[src/nco_pll_pkg.sv]
// Shared constants and types for the mixer oscillator and synthesiser register bank.
package nco_pll_pkg;

   // Register indices; the AHB byte address is four times the index.
   localparam logic [7:0] IDX_AB_PHASE = 8'h12;
   localparam logic [7:0] IDX_CD_PHASE = 8'h13;
   localparam logic [7:0] IDX_AB_FREQ_LO = 8'h14;
   localparam logic [7:0] IDX_AB_FREQ_HI = 8'h15;
   localparam logic [7:0] IDX_CD_FREQ_LO = 8'h16;
   localparam logic [7:0] IDX_CD_FREQ_HI = 8'h17;
   localparam logic [7:0] IDX_SYNTH = 8'h18;
   localparam logic [7:0] IDX_AUTOSYNC = 8'h1F;

   // Address bits that carry the register index.
   localparam int unsigned IDX_LSB = 2;
   localparam int unsigned IDX_W = 8;

   // Widths of the oscillator words.
   localparam int unsigned FREQ_W = 32;
   localparam int unsigned PHASE_W = 16;
   localparam int unsigned HALF_W = 16;

   // Reset values of the mixer registers.
   localparam logic [15:0] FREQ_HALF_RST = 16'h0000;
   localparam logic [15:0] PHASE_RST = 16'h0000;

   // Auto-sync control field positions and reset value.
   localparam int unsigned ASYNC_AB_BIT = 0;
   localparam int unsigned ASYNC_CD_BIT = 1;
   localparam logic [1:0] ASYNC_RST = 2'h3;

   // Charge pump selection codes.
   localparam logic [1:0] CP_NONE = 2'h0;
   localparam logic [1:0] CP_SINGLE = 2'h1;
   localparam logic [1:0] CP_UNUSED = 2'h2;
   localparam logic [1:0] CP_DUAL = 2'h3;

   // Prescaler code that selects the largest ratio, and that ratio.
   localparam logic [2:0] PRESC_DIV8_CODE = 3'h0;
   localparam logic [3:0] PRESC_DIV8 = 4'h8;

   // Synthesiser control and status layout, most significant field first.
   typedef struct packed {
      logic [2:0] resv_hi;
      logic lf_clear;
      logic ndiv_sync_ena;
      logic pll_ena;
      logic [1:0] resv_lo;
      logic [1:0] charge_pump;
      logic [2:0] prescale;
      logic [2:0] lf_volt;
   } pll_ctrl_t;

   // Reset values of the synthesiser fields.
   localparam logic [2:0] RESV_HI_RST = 3'h1;
   localparam logic LF_CLEAR_RST = 1'b0;
   localparam logic NDIV_SYNC_RST = 1'b1;
   localparam logic PLL_ENA_RST = 1'b0;
   localparam logic [1:0] RESV_LO_RST = 2'h0;
   localparam logic [1:0] CP_RST = 2'h0;
   localparam logic [2:0] PRESC_RST = 3'h1;
   localparam logic [2:0] LF_VOLT_RST = 3'h0;

   // One oscillator's settings: frequency word and phase shift.
   typedef struct packed {
      logic [31:0] freq;
      logic [15:0] phase;
   } mixer_cfg_t;

endpackage : nco_pll_pkg

[src/nco_accum.sv]
// Phase accumulator of one fine-mixer oscillator with its table address output.
`timescale 1ns/100ps
module nco_accum #(
   parameter int unsigned ACC_W = 32,
   parameter int unsigned PHASE_W = 16
) (
   // Clock and reset.
   input wire logic hclk,
   input wire logic hresetn,
   // Sample timing and active settings.
   input wire logic advance,
   input wire logic [ACC_W-1:0] freq_word,
   input wire logic [PHASE_W-1:0] phase_shift,
   // Sine and cosine table address.
   output logic [PHASE_W-1:0] lut_addr
);

   logic [ACC_W-1:0] acc_ff;
   logic [PHASE_W-1:0] lut_addr_ff;

   // A same-width add wraps modulo two to the accumulator width, so a negative word
   // in two's complement steps the phase backwards; one step is the sample rate over 2^32.
   always_ff @(posedge hclk or negedge hresetn) begin
      if (!hresetn) begin
         acc_ff <= '0;
      end else if (advance) begin
         acc_ff <= acc_ff + freq_word;
      end
   end

   // The phase shift is added to the upper bits of the accumulator result.
   always_ff @(posedge hclk or negedge hresetn) begin
      if (!hresetn) begin
         lut_addr_ff <= '0;
      end else begin
         lut_addr_ff <= acc_ff[ACC_W-1 -: PHASE_W] + phase_shift;
      end
   end

   assign lut_addr = lut_addr_ff;

endmodule : nco_accum

[src/nco_pll_config_regs.sv]
// Fine-mixer oscillator and clock synthesiser configuration registers on AHB-Lite.
//
// Notes on behaviour
// - Each CD table address is the CD phase shift plus the upper 16 accumulator bits.
// - With CD auto-sync on, a CD phase-shift write loads CD phase and both frequency halves.
// - CD frequency-half writes alone leave the active mixer unchanged; phase goes last.
// - Frequency words are two's complement, so negative words turn the phase backwards.
// - One step of a frequency word is the sample rate divided by two to the 32nd.
// - The AB frequency word is 32 bits in a low and a high half, both resetting to zero.
// - The CD frequency word is 32 bits in a low and a high half, both resetting to zero.
// - While the loop-filter clear bit is set the loop filter is held at ground.
// - With the divider align bit set, reset value one, the LVDS sync aligns the N dividers.
// - The PLL enable bit runs the PLL when set and bypasses it when clear, resetting to zero.
// - Charge pump code 00 is none, 01 single, 11 dual, 10 unused, resetting to 00.
// - Prescaler codes 010 to 111 divide by 2 to 7, code 000 by 8, resetting to 001.
// - Bits 2:0 read back the loop-filter voltage indicator, which software cannot write.
// - Reserved bits 15:13 reset to 001 and bits 9:8 to 00, and hold what software writes.
// - With AB auto-sync on, an AB phase-shift write loads AB phase and both frequency halves.
//
// The AHB-Lite interface to the registers was chosen for this implementation.
`timescale 1ns/100ps
module nco_pll_config_regs (
   // Clock and reset.
   input wire logic hclk,
   input wire logic hresetn,
   // AHB-Lite slave port.
   input wire logic hsel,
   input wire logic [31:0] haddr,
   input wire logic [1:0] htrans,
   input wire logic hwrite,
   input wire logic [2:0] hsize,
   input wire logic [31:0] hwdata,
   input wire logic hready,
   output logic hreadyout,
   output logic hresp,
   output logic [31:0] hrdata,
   // Mixer timing.
   input wire logic sample_strobe,
   input wire logic ext_mixer_sync,
   // Mixer table addresses and load indications.
   output logic [15:0] ab_lut_addr,
   output logic [15:0] cd_lut_addr,
   output logic ab_mixer_loaded,
   output logic cd_mixer_loaded,
   // Synthesiser inputs.
   input wire logic lvds_sync,
   input wire logic [2:0] lf_volt_code,
   // Synthesiser controls.
   output logic pll_lf_clamp,
   output logic pll_ndiv_sync,
   output logic pll_enable,
   output logic pll_bypass,
   output logic cp_single,
   output logic cp_dual,
   output logic [3:0] prescale_ratio
);

   // Decoded address phase.
   logic addr_valid;
   logic [7:0] addr_idx;

   // Data phase bookkeeping.
   logic wr_pend_ff;
   logic rd_pend_ff;
   logic [7:0] dp_idx_ff;

   // Staged mixer registers, as software sees them.
   nco_pll_pkg::mixer_cfg_t ab_stage_ff;
   nco_pll_pkg::mixer_cfg_t cd_stage_ff;
   nco_pll_pkg::mixer_cfg_t nxt_ab_stage;
   nco_pll_pkg::mixer_cfg_t nxt_cd_stage;

   // Active mixer settings that drive the accumulators.
   nco_pll_pkg::mixer_cfg_t ab_active_ff;
   nco_pll_pkg::mixer_cfg_t cd_active_ff;

   // Auto-sync enables and the load decisions.
   logic [1:0] autosync_ff;
   logic ab_load;
   logic cd_load;
   logic ab_loaded_ff;
   logic cd_loaded_ff;

   // Synthesiser control and status.
   nco_pll_pkg::pll_ctrl_t pll_ctrl_ff;
   logic [2:0] lf_volt_ff;
   logic ndiv_sync_ff;
   logic [3:0] prescale_ratio_ff;

   // Read data mux output.
   logic [15:0] rd_word;

   // True when the pending write targets the given register.
   function automatic logic wr_hit(input logic pend, input logic [7:0] idx,
                                   input logic [7:0] target);
      wr_hit = pend && (idx == target);
   endfunction : wr_hit

   // Division ratio for a prescaler code; code 000 gives the largest ratio.
   function automatic logic [3:0] presc_ratio(input logic [2:0] code);
      if (code == nco_pll_pkg::PRESC_DIV8_CODE) begin
         presc_ratio = nco_pll_pkg::PRESC_DIV8;
      end else begin
         presc_ratio = {1'b0, code};
      end
   endfunction : presc_ratio

   // The slave never stretches a transfer and always answers OKAY.
   assign hreadyout = 1'b1;
   assign hresp = 1'b0;

   // A transfer is taken when selected, ready and NONSEQ or SEQ.
   assign addr_valid = hsel && hready && htrans[1];
   assign addr_idx = haddr[nco_pll_pkg::IDX_LSB +: nco_pll_pkg::IDX_W];

   // Capture the address phase for use in the following data phase.
   // This slave never stretches, but the hready gate keeps the capture right when another
   // slave on the same bus inserts wait states.
   always_ff @(posedge hclk or negedge hresetn) begin
      if (!hresetn) begin
         wr_pend_ff <= 1'b0;
         rd_pend_ff <= 1'b0;
         dp_idx_ff <= 8'h00;
      end else if (hready) begin
         wr_pend_ff <= addr_valid && hwrite;
         rd_pend_ff <= addr_valid && !hwrite;
         dp_idx_ff <= addr_idx;
      end
   end

   // Staged AB values with the current data-phase write folded in.
   always_comb begin
      nxt_ab_stage = ab_stage_ff;
      if (wr_hit(wr_pend_ff, dp_idx_ff, nco_pll_pkg::IDX_AB_PHASE)) begin
         nxt_ab_stage.phase = hwdata[15:0];
      end
      if (wr_hit(wr_pend_ff, dp_idx_ff, nco_pll_pkg::IDX_AB_FREQ_LO)) begin
         nxt_ab_stage.freq[15:0] = hwdata[15:0];
      end
      if (wr_hit(wr_pend_ff, dp_idx_ff, nco_pll_pkg::IDX_AB_FREQ_HI)) begin
         nxt_ab_stage.freq[31:16] = hwdata[15:0];
      end
   end

   // Staged CD values with the current data-phase write folded in.
   always_comb begin
      nxt_cd_stage = cd_stage_ff;
      if (wr_hit(wr_pend_ff, dp_idx_ff, nco_pll_pkg::IDX_CD_PHASE)) begin
         nxt_cd_stage.phase = hwdata[15:0];
      end
      if (wr_hit(wr_pend_ff, dp_idx_ff, nco_pll_pkg::IDX_CD_FREQ_LO)) begin
         nxt_cd_stage.freq[15:0] = hwdata[15:0];
      end
      if (wr_hit(wr_pend_ff, dp_idx_ff, nco_pll_pkg::IDX_CD_FREQ_HI)) begin
         nxt_cd_stage.freq[31:16] = hwdata[15:0];
      end
   end

   // Staged registers take every write; both frequency halves reset to zero.
   always_ff @(posedge hclk or negedge hresetn) begin
      if (!hresetn) begin
         ab_stage_ff <= {nco_pll_pkg::FREQ_HALF_RST, nco_pll_pkg::FREQ_HALF_RST,
                         nco_pll_pkg::PHASE_RST};
         cd_stage_ff <= {nco_pll_pkg::FREQ_HALF_RST, nco_pll_pkg::FREQ_HALF_RST,
                         nco_pll_pkg::PHASE_RST};
      end else begin
         ab_stage_ff <= nxt_ab_stage;
         cd_stage_ff <= nxt_cd_stage;
      end
   end

   // Auto-sync enable register.
   always_ff @(posedge hclk or negedge hresetn) begin
      if (!hresetn) begin
         autosync_ff <= nco_pll_pkg::ASYNC_RST;
      end else if (wr_hit(wr_pend_ff, dp_idx_ff, nco_pll_pkg::IDX_AUTOSYNC)) begin
         autosync_ff <= hwdata[1:0];
      end
   end

   // Only a phase-shift write with auto-sync on, or the external sync, loads a channel.
   // The external sync loads both channels even with auto-sync off, to align several parts.
   assign ab_load = ext_mixer_sync ||
                    (wr_hit(wr_pend_ff, dp_idx_ff, nco_pll_pkg::IDX_AB_PHASE) &&
                     autosync_ff[nco_pll_pkg::ASYNC_AB_BIT]);
   assign cd_load = ext_mixer_sync ||
                    (wr_hit(wr_pend_ff, dp_idx_ff, nco_pll_pkg::IDX_CD_PHASE) &&
                     autosync_ff[nco_pll_pkg::ASYNC_CD_BIT]);

   // Active settings change all at once, taking the phase being written in that cycle.
   always_ff @(posedge hclk or negedge hresetn) begin
      if (!hresetn) begin
         ab_active_ff <= {nco_pll_pkg::FREQ_HALF_RST, nco_pll_pkg::FREQ_HALF_RST,
                          nco_pll_pkg::PHASE_RST};
      end else if (ab_load) begin
         ab_active_ff <= nxt_ab_stage;
      end
   end

   // CD active settings ignore frequency-half writes until the next load.
   always_ff @(posedge hclk or negedge hresetn) begin
      if (!hresetn) begin
         cd_active_ff <= {nco_pll_pkg::FREQ_HALF_RST, nco_pll_pkg::FREQ_HALF_RST,
                          nco_pll_pkg::PHASE_RST};
      end else if (cd_load) begin
         cd_active_ff <= nxt_cd_stage;
      end
   end

   // One-cycle indications that a channel took new settings.
   always_ff @(posedge hclk or negedge hresetn) begin
      if (!hresetn) begin
         ab_loaded_ff <= 1'b0;
         cd_loaded_ff <= 1'b0;
      end else begin
         ab_loaded_ff <= ab_load;
         cd_loaded_ff <= cd_load;
      end
   end

   assign ab_mixer_loaded = ab_loaded_ff;
   assign cd_mixer_loaded = cd_loaded_ff;

   // AB oscillator.
   nco_accum #(
      .ACC_W(nco_pll_pkg::FREQ_W),
      .PHASE_W(nco_pll_pkg::PHASE_W)
   ) u_ab_nco (
      .hclk(hclk),
      .hresetn(hresetn),
      .advance(sample_strobe),
      .freq_word(ab_active_ff.freq),
      .phase_shift(ab_active_ff.phase),
      .lut_addr(ab_lut_addr)
   );

   // CD oscillator; its address is the phase shift plus the upper accumulator bits.
   nco_accum #(
      .ACC_W(nco_pll_pkg::FREQ_W),
      .PHASE_W(nco_pll_pkg::PHASE_W)
   ) u_cd_nco (
      .hclk(hclk),
      .hresetn(hresetn),
      .advance(sample_strobe),
      .freq_word(cd_active_ff.freq),
      .phase_shift(cd_active_ff.phase),
      .lut_addr(cd_lut_addr)
   );

   // Synthesiser control register; the voltage field is never written by software.
   always_ff @(posedge hclk or negedge hresetn) begin
      if (!hresetn) begin
         pll_ctrl_ff.resv_hi <= nco_pll_pkg::RESV_HI_RST;
         pll_ctrl_ff.lf_clear <= nco_pll_pkg::LF_CLEAR_RST;
         pll_ctrl_ff.ndiv_sync_ena <= nco_pll_pkg::NDIV_SYNC_RST;
         pll_ctrl_ff.pll_ena <= nco_pll_pkg::PLL_ENA_RST;
         pll_ctrl_ff.resv_lo <= nco_pll_pkg::RESV_LO_RST;
         pll_ctrl_ff.charge_pump <= nco_pll_pkg::CP_RST;
         pll_ctrl_ff.prescale <= nco_pll_pkg::PRESC_RST;
         pll_ctrl_ff.lf_volt <= nco_pll_pkg::LF_VOLT_RST;
      end else if (wr_hit(wr_pend_ff, dp_idx_ff, nco_pll_pkg::IDX_SYNTH)) begin
         // The indicator field holds its reset value; readback shows the sampled input.
         pll_ctrl_ff <= {hwdata[15:3], nco_pll_pkg::LF_VOLT_RST};
      end
   end

   // Sample the loop-filter voltage indicator for readback.
   // The sampling register costs one cycle of latency but keeps the raw pin off the read path.
   always_ff @(posedge hclk or negedge hresetn) begin
      if (!hresetn) begin
         lf_volt_ff <= nco_pll_pkg::LF_VOLT_RST;
      end else begin
         lf_volt_ff <= lf_volt_code;
      end
   end

   // Divider alignment passes the LVDS sync only while enabled.
   // Clearing the enable blocks the sync from the dividers one cycle later.
   always_ff @(posedge hclk or negedge hresetn) begin
      if (!hresetn) begin
         ndiv_sync_ff <= 1'b0;
      end else begin
         ndiv_sync_ff <= lvds_sync && pll_ctrl_ff.ndiv_sync_ena;
      end
   end

   // Decoded prescaler ratio.
   // Reset loads the ratio of the reset code, so the output is right before any write.
   always_ff @(posedge hclk or negedge hresetn) begin
      if (!hresetn) begin
         prescale_ratio_ff <= presc_ratio(nco_pll_pkg::PRESC_RST);
      end else begin
         prescale_ratio_ff <= presc_ratio(pll_ctrl_ff.prescale);
      end
   end

   // Synthesiser control outputs, each straight from a register, except pll_bypass, which is the inverse of the enable bit.
   assign pll_lf_clamp = pll_ctrl_ff.lf_clear;
   assign pll_enable = pll_ctrl_ff.pll_ena;
   assign pll_bypass = !pll_ctrl_ff.pll_ena;
   assign pll_ndiv_sync = ndiv_sync_ff;
   assign prescale_ratio = prescale_ratio_ff;

   // Code 10 drives neither pump, the same as code 00.
   assign cp_single = (pll_ctrl_ff.charge_pump == nco_pll_pkg::CP_SINGLE);
   assign cp_dual = (pll_ctrl_ff.charge_pump == nco_pll_pkg::CP_DUAL);

   // Read mux; unmapped indices read as zero.
   always_comb begin
      rd_word = 16'h0000;
      case (dp_idx_ff)
         nco_pll_pkg::IDX_AB_PHASE: begin
            rd_word = ab_stage_ff.phase;
         end
         nco_pll_pkg::IDX_CD_PHASE: begin
            rd_word = cd_stage_ff.phase;
         end
         nco_pll_pkg::IDX_AB_FREQ_LO: begin
            rd_word = ab_stage_ff.freq[15:0];
         end
         nco_pll_pkg::IDX_AB_FREQ_HI: begin
            rd_word = ab_stage_ff.freq[31:16];
         end
         nco_pll_pkg::IDX_CD_FREQ_LO: begin
            rd_word = cd_stage_ff.freq[15:0];
         end
         nco_pll_pkg::IDX_CD_FREQ_HI: begin
            rd_word = cd_stage_ff.freq[31:16];
         end
         nco_pll_pkg::IDX_SYNTH: begin
            rd_word = {pll_ctrl_ff[15:3], lf_volt_ff};
         end
         nco_pll_pkg::IDX_AUTOSYNC: begin
            rd_word = {14'h0000, autosync_ff};
         end
         default: begin
            rd_word = 16'h0000;
         end
      endcase
   end

   // Read data stands during the data phase of a read and is zero otherwise.
   assign hrdata = rd_pend_ff ? {16'h0000, rd_word} : 32'h0000_0000;

endmodule : nco_pll_config_regs

[config.mk]
export PLATFORM = sky130hd
export DESIGN_NAME = nco_pll_config_regs
export DESIGN_NICKNAME = d
export VERILOG_FILES = /design/src/nco_pll_pkg.sv /design/src/nco_accum.sv /design/src/nco_pll_config_regs.sv
export SDC_FILE = /design/constraint.sdc
export NUM_CORES = 1
export LEC_CHECK = 0
export BUFFER_PORTS_ARGS = -buffer_cell sky130_fd_sc_hd__buf_2
export CORE_MARGIN = 10
export CORE_UTILIZATION = 40
export DETAILED_ROUTE_END_ITERATION = 6
export SETUP_SLACK_MARGIN = 0.4
export SKIP_LAST_GASP = 1
export SLEW_MARGIN = 10
export SYNTH_ARGS = -nofsm -noshare
export SYNTH_HDL_FRONTEND = slang
export SYNTH_SLANG_ARGS = --single-unit
[constraint.sdc]
create_clock -name hclk -period 4.1 [get_ports hclk]
set_input_delay 0.82 -clock hclk [delete_from_list [all_inputs] [get_ports hclk]]
set_output_delay 0.82 -clock hclk [all_outputs]
set_load 0.02 [all_outputs]
==> impl_metrics.prom <==
# TYPE chip_impl_metric gauge
chip_impl_metric{name="remaining_drc_errors",unit=""} 0
chip_impl_metric{name="insertedDiodeCount",unit=""} 0
chip_impl_metric{name="final.setup_skew",unit="ns"} 0.0145
chip_impl_metric{name="cap_violations",unit=""} 0
chip_impl_metric{name="postRouteWirelength",unit="mm"} 44.4
chip_impl_info{name="cts_tree",value="built"} 1
chip_impl_info{name="critical_path.startpoint_type",value="flop"} 1
chip_impl_metric{name="io_pins",unit=""} 158
chip_impl_metric{name="wire_per_inst",unit="um"} 20.2
chip_impl_metric{name="wire_length_of_the_first_global_routing_pass",unit="mm"} 69.9
chip_impl_metric{name="first_global_vias",unit=""} 12272
chip_impl_info{name="synthDominantAreaCellType",value="dfrtp_1"} 1
chip_impl_metric{name="worstPathRequired",unit="ns"} 3.28
chip_impl_metric{name="holdBufCountCts",unit=""} 0
chip_impl_info{name="synth.top_cells.by_count",value="dfrtp_1 (317), mux2_2 (226), a21oi_1 (103)"} 1
chip_impl_metric{name="starting_density_of_the_core",unit=""} 0.405
chip_impl_metric{name="share_of_cells_above_drive_strength_1",unit=""} 0.302
chip_impl_metric{name="grt_antenna_before_repair",unit=""} 1
chip_impl_metric{name="power_density",unit="nW/um2"} 610
chip_impl_metric{name="globalRouteTotalUtil",unit=""} 0.165
chip_impl_metric{name="numClockSinks",unit=""} 323
chip_impl_metric{name="drt_iter0_drc",unit=""} 754
chip_impl_metric{name="mapped_cells",unit=""} 1498
chip_impl_metric{name="post_synth_instance_area",unit="um2"} 17500
chip_impl_metric{name="timing.reg2reg.worst_path_depth",unit=""} 10
chip_impl_info{name="rsz0062_at_grt",value="true"} 1
chip_impl_metric{name="grt_start_max_net_pins",unit=""} 96
chip_impl_metric{name="finish.net_count",unit=""} 1759
chip_impl_info{name="post_synth_top_flop",value="dfrtp_1"} 1
chip_impl_metric{name="clkTransAtPathRegs",unit="ns"} 0.05
chip_impl_metric{name="ys_seq_area_frac",unit=""} 0.462
chip_impl_metric{name="core_area",unit="um2"} 43200
chip_impl_metric{name="async_reset_ff_frac",unit=""} 1.00
chip_impl_metric{name="timing.fmax",unit="GHz"} 0.270
chip_impl_info{name="worst_hold_path_type",value="primary input to async pin"} 1
chip_impl_metric{name="worstPathArrival",unit="ns"} 2.88
chip_impl_info{name="setup.worst_path.class",value="flop to output port"} 1
chip_impl_metric{name="place_congestion",unit=""} 0.894
chip_impl_info{name="timing.critical_path.from",value="dp_idx_ff[6]"} 1
chip_impl_metric{name="cts_buffers",unit=""} 38
chip_impl_info{name="synth_area_leaders",value="dfrtp_1 (45%), mux2_2 (15%), ha_1 (6.6%), mux2_4 (3.4%), a21oi_1 (2.9%)"} 1
chip_impl_metric{name="setup_tns",unit="ns"} 0
chip_impl_metric{name="grt_overflow_total",unit=""} 0
chip_impl_metric{name="worstSkewPairLatency",unit="ns"} 0.53
chip_impl_info{name="outcome",value="completed"} 1
chip_impl_info{name="library_cell_with_the_highest_instance_count_after_synthesis",value="dfrtp_1"} 1
chip_impl_metric{name="worst_pin_slew",unit="ns"} 1.09
chip_impl_metric{name="fin_crit_sh",unit=""} 0.903
chip_impl_metric{name="place_hpwl",unit="mm"} 33.1
chip_impl_metric{name="worst-path-max-fanout",unit=""} 7
chip_impl_metric{name="die_height",unit="um"} 229
chip_impl_metric{name="final_max_slew_viol_count",unit=""} 0
chip_impl_metric{name="ant_nets",unit=""} 0
chip_impl_info{name="rr_startpoint",value="ab_active_ff[16]"} 1
chip_impl_metric{name="yosys_register_bits",unit=""} 323
chip_impl_metric{name="area_growth_syn_to_fin",unit="%"} 14.2
chip_impl_metric{name="finalSetupViolCount",unit=""} 0
chip_impl_info{name="setup.worst_path.end_class",value="output port"} 1
chip_impl_metric{name="slew_limit_headroom",unit=""} 0.276
chip_impl_metric{name="finalHoldWorstSlack",unit="ns"} 0.327
chip_impl_metric{name="floorplan.rows",unit=""} 76
chip_impl_metric{name="drt_pre_antenna_iters",unit=""} 7
chip_impl_metric{name="number_of_enable_type_register_cells_in_the_synthesized_netlist",unit=""} 0
chip_impl_metric{name="yosysWarningCount",unit=""} 0
chip_impl_metric{name="floorplan.die.width",unit="um"} 229
chip_impl_metric{name="report.final.hold_viol_count",unit=""} 0
chip_impl_metric{name="vias_per_cell",unit=""} 5.47
chip_impl_metric{name="post-route-min-period",unit="ns"} 3.70
chip_impl_metric{name="static-leakage-power",unit="nW"} 9.33
chip_impl_metric{name="clockBufferDepth",unit=""} 3
chip_impl_metric{name="ys_types",unit=""} 82
chip_impl_metric{name="worst_ir_drop_vdd",unit="uV"} 338
chip_impl_metric{name="dieArea",unit="um2"} 52500
chip_impl_info{name="ctsRootBufferMaster",value="clkbuf_16"} 1
chip_impl_metric{name="via_count",unit=""} 12012
chip_impl_metric{name="cts_max_level",unit=""} 2
chip_impl_metric{name="yosysTopAreaCellShare",unit=""} 0.453
chip_impl_metric{name="syn_avg_cell_area",unit="um2"} 11.7
chip_impl_metric{name="numPortBuffers",unit=""} 95
==> kinds of logic after synthesis <==
| kind of cell | Yosys count | share of synthesized area |
|---|---|---|
| flip-flops | 323 | 0.462 |
| XOR/XNOR | 75 | 0.0375 |
| buffers and inverters | 113 | 0.0320 |
| AO/OA/AOI/OAI | 345 | 0.133 |
| AND/OR/NAND/NOR | 268 | 0.0760 |
| other | 2 | 0.000429 |
| multiplexers | 276 | 0.189 |
| adder cells (fa/ha/maj) | 96 | 0.0704 |
==> through the flow <==
stage | util | setup WS (ns) | instance area, um2 | power [mW] | cells
after floorplan | - | 0.884 | 17600 | 7.52 | 1514
after global placement | 0.429 | 0.626 | 18500 | 8.53 | 2125
after detailed placement | 0.429 | 0.579 | 18500 | 8.64 | 2125
after CTS | 0.461 | 0.406 | 19900 | 12.3 | 2193
after global routing | 0.463 | 0.357 | 20000 | 13.0 | 2195
final | 0.463 | 0.399 | 20000 | 12.2 | 2195
==> registers in the layout, summed over array words and instances (netlist names), 2 cells and up <==
signal,cells
cd_active_ff,48
cd_stage_ff,48
u_cd_nco.acc_ff,32
u_ab_nco.lut_addr,16
autosync_ff,2
u_cd_nco.lut_addr,16
ab_active_ff,48
dp_idx_ff,8
u_ab_nco.acc_ff,32
prescale_ratio,4
pll_ctrl_ff,11
lf_volt_ff,3
ab_stage_ff,48
==> cells in the final DEF, fill, tap and decap left out, drive strengths merged, types with 18 or more instances in the layout <==
cell      n
a21o     57
a21oi   103
a22oi    29
buf     119
clkbuf   54
conb     18
dfrtp   317
ha       92
inv      23
mux2    269
nand2    71
nand3    20
nand4    20
nor2     68
nor3     21
o21ai    40
xnor2    46
xor2     29
==> critical path: stages (launching register included) <==
cell and delay, ns:
dfrtp_1 0.38, or4b_4 0.61, or3_4 0.37, nor2_4 0.22, buf_6 0.20, a221oi_1 0.10, a21oi_1 0.27, buf_4 0.21
==> area by class of cell <==
class                   instances  area (um2)
fillers                      4003       23200
multi-input cells            1078        8950
flip-flops and latches        323        8090
clock buffers                  54        1100
repair buffers                119         783
well taps                     585         732
clock inverters                13         223
inverters                      23        86.3
==> power by group <==
group	total (mW)	internal, mW	switching (mW)
logic	4.42	1.94	2.48
clock network	3.57	2.25	1.32
registers	4.20	3.81	0.385
total	12.2	8.00	4.18
==> metal layers <==
layer | wire length [um] | vias to the layer above | GRT usage
met5 | 15 | - | 0
met1 | 20700 | 6013 | 0.223
met4 | 1010 | 2 | 0.0470
li1 | - | 5649 | -
met3 | 2490 | 58 | 0.0362
met2 | 20200 | 290 | 0.261
==> path summary, 6_finish.rpt <==
path                                       end  slack, ns
setup reg to reg           u_ab_nco.acc_ff[26]       0.69
hold reg to reg              prescale_ratio[0]       0.42
hold / removal                 cd_mixer_loaded       0.33
max in group asynchronous      cd_stage_ff[23]       2.85
min in group hclk                lf_volt_ff[0]       0.40
setup / recovery                     hrdata[4]       0.40
==> repair_timing <==
action | 4_1_cts | 5_1_grt
buffers inserted | 1 | 1
gates resized for setup | 12 | 20
pin swaps | 1 | 7
hold endpoints to repair | 0 | 0
setup endpoints to repair | 16 | 14
cloned | 0 | 1
Note: power is estimated with default switching activity, not from simulation.
